<file path="src/design/p1pb_pkg.sv">
// Register map, field positions and reset values for the port 1 PHY control bank
package p1pb_pkg;
   // ------------------------------------------------------------
   // Register indices (byte address = 4 * index)
   // ------------------------------------------------------------
   localparam logic [9:0] IDX_RATE_HIGH  = 10'h07a;
   localparam logic [9:0] IDX_CABLE_SPEC = 10'h07c;
   localparam logic [9:0] IDX_MODE_CTRL  = 10'h07e;
   localparam logic [9:0] IDX_BASIC_CTRL = 10'h0e0;
   localparam logic [9:0] IDX_SPEC_CTRL  = 10'h0e2;
   localparam logic [9:0] IDX_AN_ADVERT  = 10'h0e4;
   localparam logic [9:0] IDX_RATE_CTRL  = 10'h0f0;

   // ------------------------------------------------------------
   // Reset values
   // ------------------------------------------------------------
   localparam logic [15:0] RST_RATE_HIGH = 16'h0000;
   localparam logic [15:0] RST_MODE_CTRL = 16'h00ff;
   localparam logic        RST_CABLE_B10 = 1'b1;
   localparam logic        RST_RATE_EN   = 1'b0;

   // ------------------------------------------------------------
   // Field positions
   // ------------------------------------------------------------
   localparam int RATE_P3_LSB  = 8;
   localparam int RATE_P2_LSB  = 0;
   localparam int RATE_W       = 7;
   localparam int CBL_SHORT    = 15;
   localparam int CBL_RES_LSB  = 13;
   localparam int CBL_START    = 12;
   localparam int CBL_FLINK    = 11;
   localparam int CBL_RSVD10   = 10;
   localparam int CBL_RLOOP    = 9;
   localparam int CBL_CNT_W    = 9;
   localparam int MC_TXDIS     = 14;
   localparam int MC_RESTART   = 13;
   localparam int MC_PDOWN     = 11;
   localparam int MC_NOMDIX    = 10;
   localparam int MC_FMDIX     = 9;
   localparam int MC_FELOOP    = 8;
   localparam int MC_ANEN      = 7;
   localparam int MC_SPEED     = 6;
   localparam int MC_DUPLEX    = 5;
   localparam int MC_ADV_PAUSE = 4;

   // ------------------------------------------------------------
   // Rate code decoding
   // ------------------------------------------------------------
   localparam logic [6:0]  RATE_MBPS_MAX   = 7'h64;
   localparam logic [6:0]  RATE_10BT_MAX   = 7'h0a;
   localparam logic [16:0] KBPS_PER_MBPS   = 17'h0_03e8;
   localparam logic [16:0] KBPS_PER_STEP   = 17'h0_0040;

   // ------------------------------------------------------------
   // Bus answers
   // ------------------------------------------------------------
   localparam logic [1:0] RESP_OKAY   = 2'b00;
   localparam logic [1:0] RESP_SLVERR = 2'b10;
endpackage

</file>
<file path="src/design/p1pb_bank.sv">
// Port 1 PHY control and status register bank with AXI4-Lite slave
`timescale 1ns/10ps

module p1pb_bank #(
   parameter int ADDR_W = 12
) (
   input  wire logic              aclk,
   input  wire logic              aresetn,
   input  wire logic [ADDR_W-1:0] s_axi_awaddr,
   input  wire logic              s_axi_awvalid,
   output      logic              s_axi_awready,
   input  wire logic [31:0]       s_axi_wdata,
   input  wire logic [3:0]        s_axi_wstrb,
   input  wire logic              s_axi_wvalid,
   output      logic              s_axi_wready,
   output      logic [1:0]        s_axi_bresp,
   output      logic              s_axi_bvalid,
   input  wire logic              s_axi_bready,
   input  wire logic [ADDR_W-1:0] s_axi_araddr,
   input  wire logic              s_axi_arvalid,
   output      logic              s_axi_arready,
   output      logic [31:0]       s_axi_rdata,
   output      logic [1:0]        s_axi_rresp,
   output      logic              s_axi_rvalid,
   input  wire logic              s_axi_rready,
   input  wire logic              cable_test_done,
   input  wire logic [1:0]        cable_test_result_in,
   input  wire logic              cable_short_in,
   input  wire logic [8:0]        cable_count_in,
   input  wire logic              an_failed,
   input  wire logic              an_full_duplex,
   input  wire logic              an_speed_100,
   output      logic              cable_test_go,
   output      logic              an_restart_go,
   output      logic              force_link,
   output      logic              remote_loopback,
   output      logic              far_end_loopback,
   output      logic              tx_disable,
   output      logic              power_down,
   output      logic              auto_mdix_off,
   output      logic              force_mdix,
   output      logic              an_enable,
   output      logic              link_speed_100,
   output      logic              link_full_duplex,
   output      logic [4:0]        advertise,
   output      logic              prio3_unlimited,
   output      logic [16:0]       prio3_limit_kbps,
   output      logic              prio2_unlimited,
   output      logic [16:0]       prio2_limit_kbps
);

   // ------------------------------------------------------------
   // Storage
   // ------------------------------------------------------------
   logic [15:0] rate_high_q;
   logic        rate_en_q;
   logic [15:0] mode_q;
   logic        start_q;
   logic        flink_q;
   logic        rsvd10_q;
   logic        rloop_q;
   logic        short_q;
   logic [1:0]  result_q;
   logic [8:0]  count_q;
   logic        go_q;
   logic        restart_go_q;

   // ------------------------------------------------------------
   // Write channel
   // ------------------------------------------------------------
   logic              aw_held_q;
   logic              w_held_q;
   logic [ADDR_W-1:0] awaddr_q;
   logic [31:0]       wdata_q;
   logic [3:0]        wstrb_q;
   logic              bvalid_q;
   logic [1:0]        bresp_q;
   logic              wr_fire;
   logic [9:0]        wr_idx;
   logic [15:0]       wmask;
   logic [15:0]       wval;
   logic              wr_hit;

   assign s_axi_awready = !aw_held_q && !bvalid_q;
   assign s_axi_wready  = !w_held_q && !bvalid_q;
   assign s_axi_bvalid  = bvalid_q;
   assign s_axi_bresp   = bresp_q;
   assign wr_fire = aw_held_q && w_held_q && !bvalid_q;
   assign wr_idx  = awaddr_q[11:2];
   assign wmask   = {{8{wstrb_q[1]}}, {8{wstrb_q[0]}}};
   assign wval    = wdata_q[15:0];

   always_comb begin
      case (wr_idx)
         p1pb_pkg::IDX_RATE_HIGH,
         p1pb_pkg::IDX_CABLE_SPEC,
         p1pb_pkg::IDX_MODE_CTRL,
         p1pb_pkg::IDX_BASIC_CTRL,
         p1pb_pkg::IDX_SPEC_CTRL,
         p1pb_pkg::IDX_AN_ADVERT,
         p1pb_pkg::IDX_RATE_CTRL: wr_hit = 1'b1;
         default:                 wr_hit = 1'b0;
      endcase
   end

   always_ff @(posedge aclk) begin
      if (!aresetn) begin
         aw_held_q <= 1'b0;
         awaddr_q  <= '0;
      end else if (s_axi_awvalid && s_axi_awready) begin
         aw_held_q <= 1'b1;
         awaddr_q  <= s_axi_awaddr;
      end else if (wr_fire) begin
         aw_held_q <= 1'b0;
      end
   end

   always_ff @(posedge aclk) begin
      if (!aresetn) begin
         w_held_q <= 1'b0;
         wdata_q  <= 32'h0000_0000;
         wstrb_q  <= 4'h0;
      end else if (s_axi_wvalid && s_axi_wready) begin
         w_held_q <= 1'b1;
         wdata_q  <= s_axi_wdata;
         wstrb_q  <= s_axi_wstrb;
      end else if (wr_fire) begin
         w_held_q <= 1'b0;
      end
   end

   always_ff @(posedge aclk) begin
      if (!aresetn) begin
         bvalid_q <= 1'b0;
         bresp_q  <= p1pb_pkg::RESP_OKAY;
      end else if (wr_fire) begin
         bvalid_q <= 1'b1;
         bresp_q  <= wr_hit ? p1pb_pkg::RESP_OKAY : p1pb_pkg::RESP_SLVERR;
      end else if (s_axi_bready) begin
         bvalid_q <= 1'b0;
      end
   end

   // ------------------------------------------------------------
   // Rate limit registers
   // ------------------------------------------------------------
   always_ff @(posedge aclk) begin
      if (!aresetn) begin
         rate_high_q <= p1pb_pkg::RST_RATE_HIGH;
      end else if (wr_fire && wr_idx == p1pb_pkg::IDX_RATE_HIGH) begin
         rate_high_q <= (rate_high_q & ~wmask) | (wval & wmask);
      end
   end

   always_ff @(posedge aclk) begin
      if (!aresetn) begin
         rate_en_q <= p1pb_pkg::RST_RATE_EN;
      end else if (wr_fire && wr_idx == p1pb_pkg::IDX_RATE_CTRL && wstrb_q[0]) begin
         rate_en_q <= wval[0];
      end
   end

   // ------------------------------------------------------------
   // Mode control, shared with basic control and advertisement
   // ------------------------------------------------------------
   logic [15:0] mode_d;

   always_comb begin
      mode_d = mode_q;
      if (restart_go_q) begin
         mode_d[p1pb_pkg::MC_RESTART] = 1'b0;
      end
      if (wr_fire && wr_idx == p1pb_pkg::IDX_MODE_CTRL) begin
         mode_d = (mode_d & ~wmask) | (wval & wmask);
      end else if (wr_fire && wr_idx == p1pb_pkg::IDX_BASIC_CTRL) begin
         if (wstrb_q[1]) begin
            mode_d[p1pb_pkg::MC_FELOOP]  = wval[14];
            mode_d[p1pb_pkg::MC_SPEED]   = wval[13];
            mode_d[p1pb_pkg::MC_ANEN]    = wval[12];
            mode_d[p1pb_pkg::MC_PDOWN]   = wval[11];
            mode_d[p1pb_pkg::MC_RESTART] = wval[9];
            mode_d[p1pb_pkg::MC_DUPLEX]  = wval[8];
         end
         if (wstrb_q[0]) begin
            mode_d[p1pb_pkg::MC_FMDIX]  = wval[4];
            mode_d[p1pb_pkg::MC_NOMDIX] = wval[3];
            mode_d[12]                  = wval[2];
            mode_d[p1pb_pkg::MC_TXDIS]  = wval[1];
         end
      end else if (wr_fire && wr_idx == p1pb_pkg::IDX_AN_ADVERT) begin
         if (wstrb_q[1]) begin
            mode_d[p1pb_pkg::MC_ADV_PAUSE] = wval[10];
            mode_d[3]                      = wval[8];
         end
         if (wstrb_q[0]) begin
            mode_d[2:0] = wval[7:5];
         end
      end
   end

   always_ff @(posedge aclk) begin
      if (!aresetn) begin
         mode_q <= p1pb_pkg::RST_MODE_CTRL;
      end else begin
         mode_q <= mode_d;
      end
   end

   // Restart pulse, bit clears one cycle later
   always_ff @(posedge aclk) begin
      if (!aresetn) begin
         restart_go_q <= 1'b0;
      end else begin
         restart_go_q <= mode_q[p1pb_pkg::MC_RESTART] && !restart_go_q;
      end
   end

   // ------------------------------------------------------------
   // Cable test and special control
   // ------------------------------------------------------------
   logic start_wr;

   assign start_wr = wr_fire && wr_idx == p1pb_pkg::IDX_CABLE_SPEC && wstrb_q[1]
                     && wval[p1pb_pkg::CBL_START];

   always_ff @(posedge aclk) begin
      if (!aresetn) begin
         start_q <= 1'b0;
      end else if (start_wr) begin
         start_q <= 1'b1;
      end else if (cable_test_done) begin
         start_q <= 1'b0;
      end
   end

   always_ff @(posedge aclk) begin
      if (!aresetn) begin
         go_q <= 1'b0;
      end else begin
         go_q <= start_wr && !start_q;
      end
   end

   always_ff @(posedge aclk) begin
      if (!aresetn) begin
         short_q  <= 1'b0;
         result_q <= 2'b00;
         count_q  <= 9'h000;
      end else if (cable_test_done && start_q) begin
         short_q  <= cable_short_in;
         result_q <= cable_test_result_in;
         count_q  <= cable_count_in;
      end
   end

   always_ff @(posedge aclk) begin
      if (!aresetn) begin
         flink_q  <= 1'b0;
         rsvd10_q <= p1pb_pkg::RST_CABLE_B10;
         rloop_q  <= 1'b0;
      end else if (wr_fire && wr_idx == p1pb_pkg::IDX_CABLE_SPEC && wstrb_q[1]) begin
         flink_q  <= wval[p1pb_pkg::CBL_FLINK];
         rsvd10_q <= wval[p1pb_pkg::CBL_RSVD10];
         rloop_q  <= wval[p1pb_pkg::CBL_RLOOP];
      end else if (wr_fire && wr_idx == p1pb_pkg::IDX_SPEC_CTRL && wstrb_q[0]) begin
         flink_q <= wval[3];
         rloop_q <= wval[1];
      end
   end

   // ------------------------------------------------------------
   // Read channel
   // ------------------------------------------------------------
   logic [15:0] rd_val;
   logic        rd_hit;
   logic [9:0]  rd_idx;
   logic        rvalid_q;
   logic [31:0] rdata_q;
   logic [1:0]  rresp_q;

   assign rd_idx        = s_axi_araddr[11:2];
   assign s_axi_arready = !rvalid_q;
   assign s_axi_rvalid  = rvalid_q;
   assign s_axi_rdata   = rdata_q;
   assign s_axi_rresp   = rresp_q;

   always_comb begin
      rd_val = 16'h0000;
      rd_hit = 1'b1;
      case (rd_idx)
         p1pb_pkg::IDX_RATE_HIGH:  rd_val = rate_high_q;
         p1pb_pkg::IDX_CABLE_SPEC: rd_val = {short_q, result_q, start_q, flink_q, rsvd10_q, rloop_q, count_q};
         p1pb_pkg::IDX_MODE_CTRL:  rd_val = mode_q;
         p1pb_pkg::IDX_BASIC_CTRL: rd_val = {1'b0, mode_q[8], mode_q[6], mode_q[7], mode_q[11], 1'b0,
                                             mode_q[13], mode_q[5], 3'b000, mode_q[9], mode_q[10],
                                             mode_q[12], mode_q[14], 1'b0};
         p1pb_pkg::IDX_SPEC_CTRL:  rd_val = {12'h000, flink_q, 1'b0, rloop_q, 1'b0};
         p1pb_pkg::IDX_AN_ADVERT:  rd_val = {5'h00, mode_q[4], 1'b0, mode_q[3:0], 5'h00};
         p1pb_pkg::IDX_RATE_CTRL:  rd_val = {15'h0000, rate_en_q};
         default:                  rd_hit = 1'b0;
      endcase
   end

   always_ff @(posedge aclk) begin
      if (!aresetn) begin
         rvalid_q <= 1'b0;
         rdata_q  <= 32'h0000_0000;
         rresp_q  <= p1pb_pkg::RESP_OKAY;
      end else if (s_axi_arvalid && s_axi_arready) begin
         rvalid_q <= 1'b1;
         rdata_q  <= {16'h0000, rd_val};
         rresp_q  <= rd_hit ? p1pb_pkg::RESP_OKAY : p1pb_pkg::RESP_SLVERR;
      end else if (s_axi_rready) begin
         rvalid_q <= 1'b0;
      end
   end

   // ------------------------------------------------------------
   // Rate code decode
   // ------------------------------------------------------------
   function automatic logic [16:0] rate_kbps(input logic [6:0] code, input logic fast);
      logic [16:0] r;
      r = 17'h0_0000;
      if (code <= p1pb_pkg::RATE_MBPS_MAX) begin
         if (fast || code <= p1pb_pkg::RATE_10BT_MAX) begin
            r = 17'({10'h000, code} * p1pb_pkg::KBPS_PER_MBPS);
         end else begin
            r = 17'({10'h000, p1pb_pkg::RATE_10BT_MAX} * p1pb_pkg::KBPS_PER_MBPS);
         end
      end else begin
         r = 17'({10'h000, 7'(code - p1pb_pkg::RATE_MBPS_MAX)} * p1pb_pkg::KBPS_PER_STEP);
      end
      return r;
   endfunction

   logic [6:0] code3;
   logic [6:0] code2;

   assign code3 = rate_high_q[p1pb_pkg::RATE_P3_LSB +: p1pb_pkg::RATE_W];
   assign code2 = rate_high_q[p1pb_pkg::RATE_P2_LSB +: p1pb_pkg::RATE_W];

   always_ff @(posedge aclk) begin
      if (!aresetn) begin
         prio3_unlimited  <= 1'b1;
         prio3_limit_kbps <= 17'h0_0000;
         prio2_unlimited  <= 1'b1;
         prio2_limit_kbps <= 17'h0_0000;
      end else begin
         prio3_unlimited  <= !rate_en_q || code3 == 7'h00;
         prio3_limit_kbps <= rate_kbps(code3, link_speed_100);
         prio2_unlimited  <= !rate_en_q || code2 == 7'h00;
         prio2_limit_kbps <= rate_kbps(code2, link_speed_100);
      end
   end

   // ------------------------------------------------------------
   // PHY mode outputs
   // ------------------------------------------------------------
   always_ff @(posedge aclk) begin
      if (!aresetn) begin
         force_link       <= 1'b0;
         remote_loopback  <= 1'b0;
         far_end_loopback <= 1'b0;
         tx_disable       <= 1'b0;
         power_down       <= 1'b0;
         auto_mdix_off    <= 1'b0;
         force_mdix       <= 1'b0;
         an_enable        <= 1'b1;
         link_speed_100   <= 1'b1;
         link_full_duplex <= 1'b1;
         advertise        <= 5'h1f;
      end else begin
         force_link       <= flink_q;
         remote_loopback  <= rloop_q;
         far_end_loopback <= mode_q[p1pb_pkg::MC_FELOOP];
         tx_disable       <= mode_q[p1pb_pkg::MC_TXDIS];
         power_down       <= mode_q[p1pb_pkg::MC_PDOWN];
         auto_mdix_off    <= mode_q[p1pb_pkg::MC_NOMDIX];
         force_mdix       <= mode_q[p1pb_pkg::MC_NOMDIX] && mode_q[p1pb_pkg::MC_FMDIX];
         an_enable        <= mode_q[p1pb_pkg::MC_ANEN];
         link_speed_100   <= mode_q[p1pb_pkg::MC_ANEN] && !an_failed ? an_speed_100
                             : mode_q[p1pb_pkg::MC_SPEED];
         link_full_duplex <= mode_q[p1pb_pkg::MC_ANEN] && !an_failed ? an_full_duplex
                             : mode_q[p1pb_pkg::MC_DUPLEX];
         advertise        <= mode_q[4:0];
      end
   end

   assign cable_test_go = go_q;
   assign an_restart_go = restart_go_q;

endmodule

</file>
<file path="config.mk">
export PLATFORM = sky130hd
export DESIGN_NAME = p1pb_bank
export DESIGN_NICKNAME = d
export VERILOG_FILES = /design/src/design/p1pb_pkg.sv /design/src/design/p1pb_bank.sv
export SDC_FILE = /design/constraint.sdc
export NUM_CORES = 1
export LEC_CHECK = 0
export ABC_AREA = 1
export BUFFER_PORTS_ARGS = -buffer_cell sky130_fd_sc_hd__buf_2
export CELL_PAD_IN_SITES_DETAIL_PLACEMENT = 1
export CELL_PAD_IN_SITES_GLOBAL_PLACEMENT = 2
export CORE_MARGIN = 10
export CORE_UTILIZATION = 30
export DETAILED_ROUTE_END_ITERATION = 8
export GPL_ROUTABILITY_DRIVEN = 1
export PLACE_DENSITY_LB_ADDON = 0.1
export RECOVER_POWER = 100
export SYNTH_ARGS = -nofsm -noshare
export SYNTH_HDL_FRONTEND = slang
export SYNTH_SLANG_ARGS = --single-unit
</file>
<file path="constraint.sdc">
create_clock -name aclk -period 5.15 [get_ports aclk]
set_input_delay 0.515 -clock aclk [delete_from_list [all_inputs] [get_ports aclk]]
set_output_delay 0.515 -clock aclk [all_outputs]
set_load 0.03 [all_outputs]
</file>
[Word-level counts from Yosys, hierarchy flattened]
Cells that the tools add are included.
Word-level totals
  memories kept: 0
  bits of input ports: 83
  output and inout bits: 94
  RAM bits: 0
  flip-flop bits (word level): 156
  bits in latches: 0
  word-level logic and storage cells: 169
  bits in read-only memories: 0
Cells by class
  divide/modulo/power cells: 0
  $lt $le $gt $ge: 4
  reduce and logical (&&, ||, !) cells: 57
  add/sub/neg operators: 2
  shift operators: 0
  muxes and demuxes: 37
  equal/unequal tests: 15
  multiply operators: 2
  bitwise gates (word level): 6
Operators by type and width (number)
  $pmux 16 s7: 1
  $eq 10x8->1 const B: 8
  $eq 10x7->1 const B: 6
  $and 16x16->16: 3
  $or 16x16->16: 2
  $mul 7x7->14 const B: 2
  $mux 14: 2
  $mux 13: 2
  $logic_and 1x1->1: 23
  $mux 1: 22
  $reduce_bool 2->1: 10
  $not 16->16: 1
  $mux 15: 1
  $le 7x4->1 const B: 2
  $le 7x7->1 const B: 2
  $logic_not 7->1: 2
  $reduce_or 7->1: 2
  $sub 7x7->7 const B: 2
  $reduce_and 3->1: 4
  $mux 10: 1
  $mux 5: 2
  $logic_not 1->1: 8
  $mux 2: 4
  $reduce_and 2->1: 4
  4 further kinds: 7

[Longest topological paths before layout]
  depth in word-level cells: 6
  mapped depth: 16
  mapped depth without buffers: 16

[Worst setup path after synthesis]
No wires, ideal clock.
  kind: reg2reg
  start point: reg (tool-made name)
  end point: reg prio3_limit_kbps[14]
  period minus slack after synthesis: 3646 ps
  path buffers: 0
  stages on the path, launching flop included: 16
  arrival time: 3528 ps
  required time: 5032 ps
  library setup time: 118 ps
  slack: 1504 ps
  path through: dfxtp_1 -> fa_1 -> fa_1 -> inv_1 -> fa_1 -> fa_1 -> inv_1 -> ha_1 -> nand2_1 -> nand3_1 -> a21oi_1 -> inv_1 -> nand2_1 -> nand2_1 -> nand2_1 -> a21oi_1
RTL lines
  end signal, assigned: RTL line p1pb_bank.sv:350  | prio3_limit_kbps <= rate_kbps(code3, link_speed_100);
  end, declared: RTL line p1pb_bank.sv:47  | output logic [16:0] prio3_limit_kbps,

==> reports/qor.tcl <==
set qor(outcome) {finished, violations left}
set qor(failed_checks) {capacitance limit, slew limit}
set qor(setup.reg_to_reg.worst_slack_ps) 960
set qor(cts-root-to-sink-buffers) 2
set qor(clock_power_share_pct) 47.5
set qor(worst_path_dominant_cell_family) {adder cells}
set qor(synth-edff-count) 0
set qor(critical-path-max-stage-delay_ps) 700
set qor(synth_area_leaders) {dfxtp_1 31%, ha_1 13%, nand2_1 8.3%, fa_1 7.7%, inv_1 7.3%}
set qor(via_count) 8243
set qor(post_cts_hold_buffer_count) 0
set qor(ys_ff_latch) 146
set qor(post_cts_resize_count) 0
set qor(antenna_found_initial) 0
set qor(clk_transition_reported_paths_ps) 70
set qor(r2r_cells) 14
set qor(clock.fmax_mhz) 239
set qor(insertion_delay_of_the_later_clocked_pin_in_the_worst_skew_pair_ps) 440
set qor(netlist-cell-type-count) 39
set qor(cp_common_cell) {fa_1}
set qor(setup_viol) 0
set qor(io-pin-count) 177
set qor(initial_core_utilization_pct) 30.5
set qor(portBuffers) 130
set qor(internal_power_uw) 1900
set qor(worst_pin_slew_ps) 2000
set qor(dr.first_iter.drc_count) 303
set qor(drt_drc_violations_left) 0
set qor(synth-seq-area-share_pct) 31.2
set qor(switching_power_uw) 725
set qor(power.leakage_uw) 0.00511
set qor(sum_of_net_half_perimeters_after_detailed_placement_um) 24500
set qor(holdPathEnd) {awaddr_q[6]$_SDFFE_PN0P_}
set qor(setup.worst_path.end_class) {register}
set qor(final.setup_skew_ps) 13.1
set qor(path_max_fanout) 11
set qor(core_area_mm2) 0.0307
set qor(p_sw_share_pct) 27.6
set qor(global_route.overflow_total) 0
set qor(holdCritStartpoint) {s_axi_awaddr[6]}
set qor(finalHoldViolations) 0
set qor(cts-buffers-inserted) 17
set qor(htree_num_levels) 4
set qor(power_frac_seq_pct) 44.6
set qor(timing_worst_setup_path_type) {register to register}
set qor(crit-reg2reg-capture) {prio2_limit_kbps[12]$_SDFF_PN0_}
set qor(netlist_area_mm2) 0.00936
set qor(synth_top_area_share_pct) 31.2
set qor(antenna_violating_nets_post_route) 0
set qor(die-area_mm2) 0.0386
set qor(grt_setup_unrepaired) {false}
set qor(max_cap_violations) 1
set qor(crit_chain) {fa_1, fa_1, inv_1, fa_1, fa_1, inv_1, ha_1, nand2_1, nand3_1, a21oi_1, inv_1, nand2_1, nand3_1, a21oi_1}
set qor(grt_pass1_wl_um) 49800
set qor(start_kind) {register}
set qor(placed_cells) 1730
set qor(slew_headroom_pct) -33.5
set qor(clkSinkCount) 146
set qor(synth_async_sr_flop_share_pct) 0
set qor(grt_pass1_vias) 8819
set qor(p_comb_share_pct) 7.9
set qor(layout-drive-gt1-share_pct) 9.45
set qor(routed_wirelength_um) 31200
set qor(cts_tree) {yes}
set qor(dr.pass1.iters) 4
set qor(cts_root_buf) {clkbuf_16}
set qor(detail_route.wl_per_cell_um) 17.7
set qor(n_antenna_cell) 0
set qor(yosysWarningCount) 0
set qor(gp_congestion) 0.822
set qor(grt_max_degree) 95
set qor(layout-area-overhead-vs-synth_pct) 15.0
set qor(cpMaxStageDelayCell) {dfxtp_1}
set qor(fin_tns_setup_ps) 0
set qor(gr-usage-all-layers_pct) 16.1
set qor(placementRows) 64
set qor(ys.flop_type) {dfxtp_1}
set qor(vdd.ir_drop.worst_uv) 238
set qor(final-max-slew-violation-count) 35
set qor(final_cell_count_no_fill) 1761
set qor(data_required_time_of_the_critical_path_ps) 5480
set qor(route.detailed.vias_per_inst) 4.68
set qor(synth_area_per_cell_um2) 7.62
set qor(floorplan.die.height_um) 197
set qor(design.final.nets) 1570
set qor(netlist.top_cell.by_area) {dfxtp_1}
set qor(fin_crit_period_ps) 4190
set qor(hold_path_class) {primary input to register}
set qor(period_share_pct) 81.3
set qor(crit_arrival_ps) 4520
set qor(power_per_cell_area_mw_per_mm2) 244
set qor(synthCells) 1227
set qor(min_path_cells) 3
set qor(postCtsSetupRepairBufs) 0
set qor(worstPathBufferInverterCount) 3
set qor(die_wd_um) 197
-- how the worst max path moves through the flow --
stage,from,end,slack (ps),cells past startpoint
2_1_floorplan,register,prio3_limit_kbps[14]$_SDFF_PN0_,1500,15
3_3_place_gp,register,prio2_limit_kbps[16]$_SDFF_PN0_,1020,13
3_5_place_dp,register,prio2_limit_kbps[16]$_SDFF_PN0_,1020,13
4_1_cts,register,prio2_limit_kbps[12]$_SDFF_PN0_,990,14
5_1_grt,register,prio2_limit_kbps[12]$_SDFF_PN0_,640,14
6_report,register,prio2_limit_kbps[12]$_SDFF_PN0_,960,14
-- through the flow --
stage | utilization (%) | instance area [um2] | setup slack (ps) | hold WS [ps] | total power (uW)
after floorplan | - | 9440 | 1500 | 408 | 1350
final | 35.1 | 10800 | 962 | 329 | 2630
after global placement | 33.7 | 10300 | 1020 | 451 | 1410
after global routing | 35.1 | 10800 | 642 | 319 | 2750
after CTS | 35.6 | 10900 | 990 | 315 | 2680
after detailed placement | 33.7 | 10300 | 1020 | 456 | 1420
-- logic make-up after synthesis --
family	count (synthesis)	synth area share (%)
buffers and inverters	242	11.1
xor gates and xnor gates	14	1.31
and+or+nand+nor	467	22.9
other	1	0.0401
adders and majority gates	134	20.8
DFF	146	31.2
AOI/OAI and AO/OA	223	12.6
-- tightest hold or removal path: stages --
cell and delay [ps]:
buf_2 70, o21ai_0 70, nor2_1 80
-- synth_stat cells, types with 2 or more instances --
| master | n |
|---|---|
| a21oi_2 | 2 |
| buf_6 | 4 |
| o22ai_1 | 9 |
| o21ai_1 | 4 |
| ha_1 | 98 |
| a21boi_0 | 4 |
| a21oi_1 | 97 |
| dfxtp_1 | 146 |
| buf_2 | 5 |
| nor3_1 | 2 |
| inv_1 | 181 |
| nand2_2 | 5 |
| xor2_1 | 10 |
| nand2_1 | 206 |
| nand3_2 | 2 |
| nor2_4 | 7 |
| xnor2_1 | 4 |
| buf_1 | 3 |
| nand4_1 | 61 |
| inv_2 | 2 |
| nor2_8 | 2 |
| o21ai_2 | 3 |
| nand3_1 | 63 |
| o21bai_1 | 5 |
| clkbuf_1 | 22 |
| or2_2 | 5 |
| fa_1 | 36 |
| buf_4 | 24 |
| o21ai_0 | 96 |
| o21a_1 | 2 |
| nand2_4 | 2 |
| nor2_1 | 105 |
| nor2_2 | 4 |
-- placed cells by master (no fill, tap or decap), drive strengths merged --
cell type,count
nor3,3
o22ai,9
o211ai,1
or2,5
clkbuf,91
fa,36
nand4,61
o21bai,5
xnor2,4
inv,185
ha,98
conb,24
and2,1
xor2,10
clkinv,7
a21boi,4
nor2,118
nand2,213
clkinvlp,3
o21a,2
nand3,65
nor4,1
bufinv,1
buf,70
o21ai,103
dfxtp,146
a21oi,99
-- area by class of cell --
cell class / count / area (um2)
Fill cell: 3843 / 19900
Inverter: 184 / 692
Multi-Input combinational cell: 862 / 5420
Sequential cell: 146 / 2920
Clock buffer: 19 / 453
Timing Repair Buffer: 142 / 648
Clock inverter: 12 / 125
Tap cell: 396 / 495
-- power by group through the flow --
stage                     sequential, uW  combinational (uW)  clock, uW
after global placement              1200                 215          0
final                               1170                 208       1250
after CTS                           1170                 218       1290
after global routing                1180                 234       1340
after detailed placement            1200                 218          0
after floorplan                     1200                 151          0
-- per-layer routing --
| metal | up-vias | wire, um | GRT usage, % |
|---|---|---|---|
| met1 | 3899 | 15600 | 22.2 |
| met4 | 0 | 282 | 3.56 |
| met2 | 135 | 14300 | 25.7 |
| met5 | - | 0 | 0 |
| li1 | 4194 | - | - |
| met3 | 15 | 1040 | 3.02 |
No activity file was read; power rests on OpenSTA's default activity.
